--- config.mk ---
export PLATFORM = sky130hd
export DESIGN_NAME = ibmm_monitor
export DESIGN_NICKNAME = d
export VERILOG_FILES = /design/src/common/ibmm_pkg.sv /design/src/hdl/ibmm_sync.sv /design/src/hdl/ibmm_monitor.sv
export VERILOG_INCLUDE_DIRS = /design/src /design/src/common
export SDC_FILE = /design/constraint.sdc
export NUM_CORES = 1
export LEC_CHECK = 0
export ABC_AREA = 1
export BUFFER_PORTS_ARGS = -buffer_cell sky130_fd_sc_hd__buf_4
export CORE_ASPECT_RATIO = 1.4
export CORE_MARGIN = 10
export CORE_UTILIZATION = 50
export DETAILED_ROUTE_END_ITERATION = 16
export GPL_ROUTABILITY_DRIVEN = 0
export PLACE_DENSITY = 0.84
export SYNTH_ARGS = -nofsm -noshare
export SYNTH_HDL_FRONTEND = slang
export SYNTH_HIERARCHICAL = 1
export SYNTH_SLANG_ARGS = --single-unit
--- constraint.sdc ---
create_clock -name clk_i -period 2.56 [get_ports clk_i]
set_input_delay 0.384 -clock clk_i [delete_from_list [all_inputs] [get_ports clk_i]]
set_output_delay 0.384 -clock clk_i [all_outputs]
set_load 0.03 [all_outputs]
--- src/common/ibmm_defs.svh ---
/*
 * Constants of the multi-master two-wire bus monitor: register offsets,
 * field positions, reset values and timing counts.
 * Assumes a 125 MHz system clock and a 32-bit classic Wishbone slave port.
 */
// Operation
// - While asleep, slave address match or finished byte wakes processor if enabled.
// - Any reset disables the port and aborts the transfer in progress.
// - Reset or port disable clears both start-seen and stop-seen bits.
// - Multi-master mode interrupts on detected start and detected stop conditions.
// - Interrupt enabled while bus busy fires at the ending stop condition.
// - Sensed data-line level is compared with the level being driven.
// - Arbitration check is hardware; a mismatch sets the bus collision flag.
// - Check active in address, data, start, repeated start and acknowledge phases.
// - Slave collision while transmitting returns the slave to idle.
`ifndef IBMM_DEFS_SVH
`define IBMM_DEFS_SVH

// ----------------------------------------------------------------------------
// Register offsets
// ----------------------------------------------------------------------------
`define IBMM_ADR_CTRL     8'h00
`define IBMM_ADR_STATUS   8'h04
`define IBMM_ADR_ISTAT    8'h08
`define IBMM_ADR_ICLR     8'h0C
`define IBMM_ADR_IEN      8'h10

// ----------------------------------------------------------------------------
// Field positions
// ----------------------------------------------------------------------------
`define IBMM_CTRL_EN      0
`define IBMM_CTRL_MM      1
`define IBMM_CTRL_SCD     2
`define IBMM_CTRL_W       3
`define IBMM_IRQ_START    0
`define IBMM_IRQ_STOP     1
`define IBMM_IRQ_COLL     2
`define IBMM_IRQ_SLV      3
`define IBMM_IRQ_W        4

// ----------------------------------------------------------------------------
// Reset values and timing
// ----------------------------------------------------------------------------
`define IBMM_CTRL_RST     3'h0
`define IBMM_IEN_RST      4'h0
`define IBMM_CLK_NS       8
`define IBMM_SETTLE_NS    48
`define IBMM_SETTLE_CYC   ((`IBMM_SETTLE_NS + `IBMM_CLK_NS - 1) / `IBMM_CLK_NS)
`define IBMM_SETTLE_W     3

`endif

--- src/common/ibmm_pkg.sv ---
/*
 * Types of the multi-master two-wire bus monitor.
 * Assumes ibmm_defs.svh on the include path.
 */
`include "ibmm_defs.svh"

package ibmm_pkg;

	// ------------------------------------------------------------------------
	// Arbitration state
	// ------------------------------------------------------------------------
	typedef enum logic [2:0]
	{
		ARB_IDLE  = 3'h1,
		ARB_DRIVE = 3'h2,
		ARB_LOST  = 3'h4
	} ibmm_arb_t;

	// ------------------------------------------------------------------------
	// Whole state of the monitor
	// ------------------------------------------------------------------------
	typedef struct packed
	{
		logic [`IBMM_CTRL_W-1:0]   ctrl;
		logic [`IBMM_IRQ_W-1:0]    istat;
		logic [`IBMM_IRQ_W-1:0]    ien;
		logic                      start_seen;
		logic                      stop_seen;
		ibmm_arb_t                 arb;
		logic                      drive_low;
		logic [`IBMM_SETTLE_W-1:0] settle;
		logic                      scl_q;
		logic                      sda_q;
		logic                      slave_idle;
		logic                      wake;
		logic                      irq;
		logic                      ack;
		logic [31:0]               rdata;
	} ibmm_state_t;

endpackage

--- src/hdl/ibmm_sync.sv ---
/*
 * Three-stage synchroniser with agreement filter for asynchronous pins.
 * Assumes inputs from outside the clk_i domain; idle level is high.
 */
`timescale 1ns/1ps

module ibmm_sync
#(
	parameter int WIDTH = 2
)
(
	input  wire logic             clk_i,
	input  wire logic             rst_i,
	input  wire logic [WIDTH-1:0] d_i,
	output logic      [WIDTH-1:0] q_o
);

	typedef struct packed
	{
		logic [WIDTH-1:0] s1;
		logic [WIDTH-1:0] s2;
		logic [WIDTH-1:0] s3;
		logic [WIDTH-1:0] q;
	} ibmm_sync_st_t;

	ibmm_sync_st_t s;
	ibmm_sync_st_t next_s;

	// ------------------------------------------------------------------------
	// Stage chain; output follows once stages two and three agree
	// ------------------------------------------------------------------------
	always_comb
	begin
		next_s = s;
		next_s.s1 = d_i;
		next_s.s2 = s.s1;
		next_s.s3 = s.s2;
		for (int i = 0; i < WIDTH; i++)
		begin
			if (s.s2[i] == s.s3[i])
			begin
				next_s.q[i] = s.s3[i];
			end
		end
		if (rst_i)
		begin
			next_s = {4*WIDTH{1'b1}};
		end
	end

	always_ff @(posedge clk_i)
	begin
		s <= next_s;
	end

	assign q_o = s.q;

endmodule

--- src/hdl/ibmm_monitor.sv ---
/*
 * Multi-master two-wire bus monitor: start/stop tracking, arbitration
 * check, sleep wake-up, interrupts and a classic Wishbone register slave.
 * Assumes an outside byte engine that reports its drive intent and slave
 * events, an open-drain data pad resolved outside, and clk_i at 125 MHz.
 */
// Implementation choices: the Wishbone slave port and the register addresses.
`timescale 1ns/1ps
`include "ibmm_defs.svh"

module ibmm_monitor
(
	input  wire logic        clk_i,
	input  wire logic        rst_i,
	input  wire logic        cyc_i,
	input  wire logic        stb_i,
	input  wire logic        we_i,
	input  wire logic [7:0]  adr_i,
	input  wire logic [31:0] dat_i,
	input  wire logic [3:0]  sel_i,
	output logic      [31:0] dat_o,
	output logic             ack_o,
	input  wire logic        scl_i,
	input  wire logic        sda_i,
	output logic             sda_o,
	output logic             sda_oe_o,
	input  wire logic        tx_active_i,
	input  wire logic        tx_sda_i,
	input  wire logic        slave_tx_i,
	input  wire logic        slave_addr_match_i,
	input  wire logic        slave_byte_done_i,
	input  wire logic        sleep_i,
	output logic             port_enable_o,
	output logic             xfer_abort_o,
	output logic             slave_idle_o,
	output logic             bus_free_o,
	output logic             wake_o,
	output logic             irq_o
);

	localparam logic [`IBMM_SETTLE_W-1:0] SETTLE = `IBMM_SETTLE_W'(`IBMM_SETTLE_CYC);

	ibmm_pkg::ibmm_state_t s;
	ibmm_pkg::ibmm_state_t next_s;

	logic                   scl_f;
	logic                   sda_f;
	logic                   en;
	logic                   mm_en;
	logic                   scd_en;
	logic                   start_ev;
	logic                   stop_ev;
	logic                   coll_hit;
	logic                   req;
	logic                   wr_now;
	logic [`IBMM_IRQ_W-1:0] set_v;
	logic [`IBMM_IRQ_W-1:0] clr_v;

	// ------------------------------------------------------------------------
	// Pin synchroniser
	// ------------------------------------------------------------------------
	ibmm_sync
	#(
		.WIDTH (2)
	)
	u_sync
	(
		.clk_i (clk_i),
		.rst_i (rst_i),
		.d_i   ({scl_i, sda_i}),
		.q_o   ({scl_f, sda_f})
	);

	// ------------------------------------------------------------------------
	// Event decode
	// ------------------------------------------------------------------------
	assign en       = s.ctrl[`IBMM_CTRL_EN];
	assign mm_en    = s.ctrl[`IBMM_CTRL_MM];
	assign scd_en   = s.ctrl[`IBMM_CTRL_SCD];
	assign start_ev = en & scl_f & s.scl_q & s.sda_q & ~sda_f;
	assign stop_ev  = en & scl_f & s.scl_q & ~s.sda_q & sda_f;
	assign req      = cyc_i & stb_i;
	assign wr_now   = req & s.ack & we_i & sel_i[0];

	// Released line sensed low while clock high, once our own edge settled
	assign coll_hit = en & (s.arb == ibmm_pkg::ARB_DRIVE) & tx_active_i
		& (s.settle == SETTLE) & ~s.drive_low & scl_f & ~sda_f
		& ((mm_en & ~slave_tx_i) | (scd_en & slave_tx_i));

	always_comb
	begin
		set_v = '0;
		set_v[`IBMM_IRQ_START] = start_ev & mm_en;
		set_v[`IBMM_IRQ_STOP]  = stop_ev & mm_en;
		set_v[`IBMM_IRQ_COLL]  = coll_hit;
		set_v[`IBMM_IRQ_SLV]   = en & (slave_addr_match_i | slave_byte_done_i);
		clr_v = '0;
		if (wr_now && adr_i == `IBMM_ADR_ICLR)
		begin
			clr_v = dat_i[`IBMM_IRQ_W-1:0];
		end
	end

	// ------------------------------------------------------------------------
	// Next state
	// ------------------------------------------------------------------------
	always_comb
	begin
		next_s = s;
		next_s.scl_q = scl_f;
		next_s.sda_q = sda_f;

		// Bus state tracking
		if (start_ev)
		begin
			next_s.start_seen = 1'b1;
			next_s.stop_seen  = 1'b0;
		end
		if (stop_ev)
		begin
			next_s.stop_seen  = 1'b1;
			next_s.start_seen = 1'b0;
		end

		// Arbitration
		case (s.arb)
			ibmm_pkg::ARB_IDLE:
			begin
				if (en && tx_active_i)
				begin
					next_s.arb = ibmm_pkg::ARB_DRIVE;
				end
			end
			ibmm_pkg::ARB_DRIVE:
			begin
				if (coll_hit)
				begin
					next_s.arb = ibmm_pkg::ARB_LOST;
				end
				else if (!tx_active_i)
				begin
					next_s.arb = ibmm_pkg::ARB_IDLE;
				end
			end
			ibmm_pkg::ARB_LOST:
			begin
				if (stop_ev)
				begin
					next_s.arb = ibmm_pkg::ARB_IDLE;
				end
			end
			default:
			begin
				next_s.arb = ibmm_pkg::ARB_IDLE;
			end
		endcase
		next_s.drive_low = (next_s.arb == ibmm_pkg::ARB_DRIVE) & tx_active_i
			& ~tx_sda_i;
		if (next_s.drive_low != s.drive_low)
		begin
			next_s.settle = '0;
		end
		else if (s.settle != SETTLE)
		begin
			next_s.settle = s.settle + `IBMM_SETTLE_W'(1);
		end
		next_s.slave_idle = coll_hit & slave_tx_i;

		// Registers
		if (wr_now && adr_i == `IBMM_ADR_CTRL)
		begin
			next_s.ctrl = dat_i[`IBMM_CTRL_W-1:0];
		end
		if (wr_now && adr_i == `IBMM_ADR_IEN)
		begin
			next_s.ien = dat_i[`IBMM_IRQ_W-1:0];
		end
		// Set wins over clear
		next_s.istat = (s.istat & ~clr_v) | set_v;

		// Port disabled: bus state forgotten, transfer dropped
		if (!en)
		begin
			next_s.start_seen = 1'b0;
			next_s.stop_seen  = 1'b0;
			next_s.arb        = ibmm_pkg::ARB_IDLE;
			next_s.drive_low  = 1'b0;
		end

		// Wishbone answer, one cycle after the request
		next_s.ack = req & ~s.ack;
		if (req && !s.ack && !we_i)
		begin
			case (adr_i)
				`IBMM_ADR_CTRL:
				begin
					next_s.rdata = {29'h0, s.ctrl};
				end
				`IBMM_ADR_STATUS:
				begin
					next_s.rdata = {26'h0, sda_f, scl_f, s.arb == ibmm_pkg::ARB_LOST,
						bus_free_o, s.stop_seen, s.start_seen};
				end
				`IBMM_ADR_ISTAT:
				begin
					next_s.rdata = {28'h0, s.istat};
				end
				`IBMM_ADR_IEN:
				begin
					next_s.rdata = {28'h0, s.ien};
				end
				default:
				begin
					next_s.rdata = 32'h0;
				end
			endcase
		end

		// Interrupt and wake-up from the updated flags
		next_s.irq  = |(next_s.istat & next_s.ien);
		next_s.wake = sleep_i & next_s.istat[`IBMM_IRQ_SLV]
			& next_s.ien[`IBMM_IRQ_SLV];

		if (rst_i)
		begin
			next_s       = '0;
			next_s.arb   = ibmm_pkg::ARB_IDLE;
			next_s.ctrl  = `IBMM_CTRL_RST;
			next_s.ien   = `IBMM_IEN_RST;
			next_s.scl_q = 1'b1;
			next_s.sda_q = 1'b1;
		end
	end

	always_ff @(posedge clk_i)
	begin
		s <= next_s;
	end

	// ------------------------------------------------------------------------
	// Outputs
	// ------------------------------------------------------------------------
	assign dat_o         = s.rdata;
	assign ack_o         = s.ack;
	assign sda_o         = 1'b0;
	assign sda_oe_o      = s.drive_low;
	assign port_enable_o = en;
	assign xfer_abort_o  = ~en;
	assign slave_idle_o  = s.slave_idle;
	assign bus_free_o    = s.stop_seen | (~s.start_seen & ~s.stop_seen);
	assign wake_o        = s.wake;
	assign irq_o         = s.irq;
endmodule

==> impl_metrics.env <==
export IMPL_synthMuxAreaShare_pct=0
export IMPL_post_cts_buffers=0
export IMPL_hold_path_end="u_sync/s[7]"
export IMPL_rsz0062_at_grt="false"
export IMPL_power_leakage_nw=1.14
export IMPL_drt_met1_wl_mm=1.67
export IMPL_synth_xor_area_share_pct=0.836
export IMPL_rr_startpoint="s[38]"
export IMPL_synth_edff_count=0
export IMPL_cts_buffer_depth=2
export IMPL_grt_use_total_pct=13.7
export IMPL_insertion_delay_ns=0.30
export IMPL_ys_seq_area_share_pct=38.2
export IMPL_path_common_cell="nand2_1"
export IMPL_holdBufCountCts=0
export IMPL_seq_area_um2=801
export IMPL_detail_route_antenna_nets=0
export IMPL_wl_met2_mm=2.50
export IMPL_cts_sinks=40
export IMPL_clkTransAtPathRegs_ns=0.07
export IMPL_dp_hpwl_mm=3.75
export IMPL_slowest_delay_ns=0.34
export IMPL_fin_nets=386
export IMPL_cp_top_family="simple AND/OR/NAND/NOR gates"
export IMPL_grt_max_degree=28
export IMPL_yosysWarnings=6
export IMPL_hold_depth=2
export IMPL_synth_compound_area_share_pct=6.09
export IMPL_clk_root_buffer_cell="clkbuf_8"
export IMPL_drive_gt1_share_pct=18.9
export IMPL_synth_top_family_by_area="simple AND/OR/NAND/NOR gates"
export IMPL_ctsResizeCount=0
export IMPL_cap_violations=0
export IMPL_placed_cells=363
export IMPL_diodes=0
export IMPL_max_freq_ghz=0.600
export IMPL_vias=1851
export IMPL_worstHoldStart="scl_i"
export IMPL_stdcell_count=371
export IMPL_fin_tns_setup_ns=0
export IMPL_dieWidth_um=74.7
export IMPL_crit_required_ns=2.80
export IMPL_fin_skew_ns=0.00284
export IMPL_worst_setup_path_start_kind="flip-flop"
export IMPL_critical_path_max_fanout=4
export IMPL_pwr_density_cell_nw_per_um2=563
export IMPL_synthFlopType="dfxtp_1"
export IMPL_num_io_pins=98
export IMPL_synth_fa_ha_area_share_pct=1.19
export IMPL_crit_arrival_ns=1.90
export IMPL_synth_simple_area_share_pct=35.4
export IMPL_avgSynthCellArea_um2=7.17
export IMPL_wl_mm=4.75
export IMPL_worstPathCellList="inv_1 > ha_1 > nand2_1 > inv_1 > nand2_1 > nor2_1 > nand2_1 > nand2_1 > nand2_1 > nand2_1 > nand2_1 > nand3_1 > nor2_1"
export IMPL_io_buffer_count=39
export IMPL_worst_setup_path_type="flip-flop to flip-flop"
export IMPL_rows=27
export IMPL_worst_path_buf_inv=2
export IMPL_worst_ir_drop_vdd_mv=0.482
export IMPL_netlist_area_um2=2090
export IMPL_synth_seq_cells=40
export IMPL_ys_types=28
export IMPL_min_period_ns=1.67
export IMPL_antenna_found_initial=0
export IMPL_regToRegSetupSlack_ns=0.89
export IMPL_multi_input_area_um2=1010
export IMPL_rr_endpoint="s[39]"
export IMPL_coreArea_um2=3990
export IMPL_syn_to_final_growth_pct=14.3
export IMPL_async_reset_ff_share_pct=0
export IMPL_end_kind="flip-flop"
export IMPL_hp_class="input port to flip-flop"
export IMPL_start_util_pct=52.5
export IMPL_reg2regPathDepth=13
export IMPL_drtIter0Drc=112
export IMPL_synth_cells=292
export IMPL_wl_per_cell_um=12.8
export IMPL_crit_path_top_delay_cell="dfxtp_1"
export IMPL_die_h_um=96.6
export IMPL_setup_viol=0
export IMPL_hold_viol=0
export IMPL_slew_headroom_pct=62.3
export IMPL_htreeDepth=2
export IMPL_max_slew_worst_pin_slew_ns=0.563
export IMPL_die_area_um2=7210
export IMPL_dr_pass1_iters=4
export IMPL_crit_cells=13
export IMPL_avgViaCountPerCell=4.99
export IMPL_wl_met3_um=412
export IMPL_grt_pass1_vias=1803
export IMPL_outcome="finished clean"
export IMPL_grt_pass1_wl_mm=7.69
export IMPL_drc=0
export IMPL_cts_buffers=5
export IMPL_overflow=0
export IMPL_slew_viol_final=0
export IMPL_post_route_period_util_pct=65.1
export IMPL_dr_max_layer_used="met4"
export IMPL_tritoncts="done"
export IMPL_nFillCells=393
-- report_power, final --
| group | total (mW) | switching (mW) | internal, mW |
|---|---|---|---|
| combinational | 0.144 | 0.102 | 0.0422 |
| clock | 0.563 | 0.219 | 0.344 |
| sequential | 0.640 | 0.00673 | 0.633 |
-- Yosys cell counts, types with 2 or more instances --
| master | count | area (µm²) |
|---|---|---|
| a21oi_1 | 16 | 80.1 |
| buf_4 | 35 | 263 |
| clkbuf_1 | 2 | 7.51 |
| dfxtp_1 | 40 | 801 |
| ha_1 | 2 | 25.0 |
| inv_1 | 27 | 101 |
| nand2_1 | 73 | 274 |
| nand3_1 | 24 | 120 |
| nand4_1 | 3 | 18.8 |
| nor2_1 | 31 | 116 |
| nor2_2 | 2 | 12.5 |
| nor2_4 | 3 | 33.8 |
| nor3_1 | 4 | 20.0 |
| nor3_2 | 3 | 30.0 |
| nor4_1 | 3 | 18.8 |
| o21ai_0 | 7 | 35.0 |
| or2_1 | 4 | 25.0 |
| or2_2 | 2 | 12.5 |
| xor2_1 | 2 | 17.5 |
-- metrics by stage --
stage	setup WS (ns)	util [%]	hold slack, ns	instance area, µm²	total power, mW
6_report	0.894	60.1	0.259	2390	1.35
5_1_grt	0.728	60.1	0.269	2390	1.40
4_1_cts	0.899	60.1	0.255	2390	1.36
3_5_place_dp	0.870	56.9	0.396	2270	0.798
3_3_place_gp	0.908	56.9	0.389	2270	0.794
2_1_floorplan	1.04	-	0.383	2190	0.783
-- kinds of logic (layout without fill, tap and decap cells) --
logic type      Yosys count  in the layout
compound gates           25             25
xor+xnor                  2              2
fa+ha+maj                 2              2
buf+inv                  66             76
flops                    40             40
other cells               1             27
simple gates            156            156
-- per-layer routing --
metal / up-vias / GRT usage [%]
met5: - / 0
met4: 0 / 9.02
met3: 15 / 5.51
met2: 60 / 24.6
met1: 839 / 12.5
li1: 937 / -
-- worst max-delay path by stage --
stage	to	slack [ns]	start
6_report	s[39]	0.89	s[38]
5_1_grt	s[39]	0.73	s[38]
4_1_cts	s[39]	0.90	s[38]
3_5_place_dp	irq_o	0.87	adr_i[7]
3_3_place_gp	irq_o	0.91	adr_i[7]
2_1_floorplan	irq_o	1.04	ack_o
-- state kept, by name, summed over array words and instances, names as in the netlist --
register / flops
wake_o: 1
u_sync/q_o: 2
sda_oe_o: 1
slave_idle_o: 1
port_enable_o: 1
s: 19
dat_o: 6
mm_en: 1
u_sync/s: 6
irq_o: 1
ack_o: 1
-- cells in the final DEF, fill, tap and decap left out --
master,instances
nor2_4,3
buf_4,39
conb_1,27
nand2_1,73
inv_2,1
nor4_1,3
dfxtp_1,40
or2_2,2
inv_1,27
ha_1,2
nand2_4,1
or2_1,4
xor2_1,2
o21ai_0,7
nor2_1,31
nand3_1,24
o211ai_1,1
nand3_2,1
nor2_2,2
clkbuf_8,7
a21oi_1,16
clkinv_1,1
o21ai_1,1
nand3_4,1
nand4_1,3
nor3_1,4
bufinv_16,1
nor3_2,3
nor2_8,1
-- final cells by class --
class	instances	share of cell area, %
clock buffer	7	4.02
clock inverter	1	1.25
inverter	29	4.55
multi-input combinational	212	42.3
sequential	40	33.4
tap	43	2.25
timing repair buffer	39	12.2
Note: power is estimated with default switching activity, not from simulation.
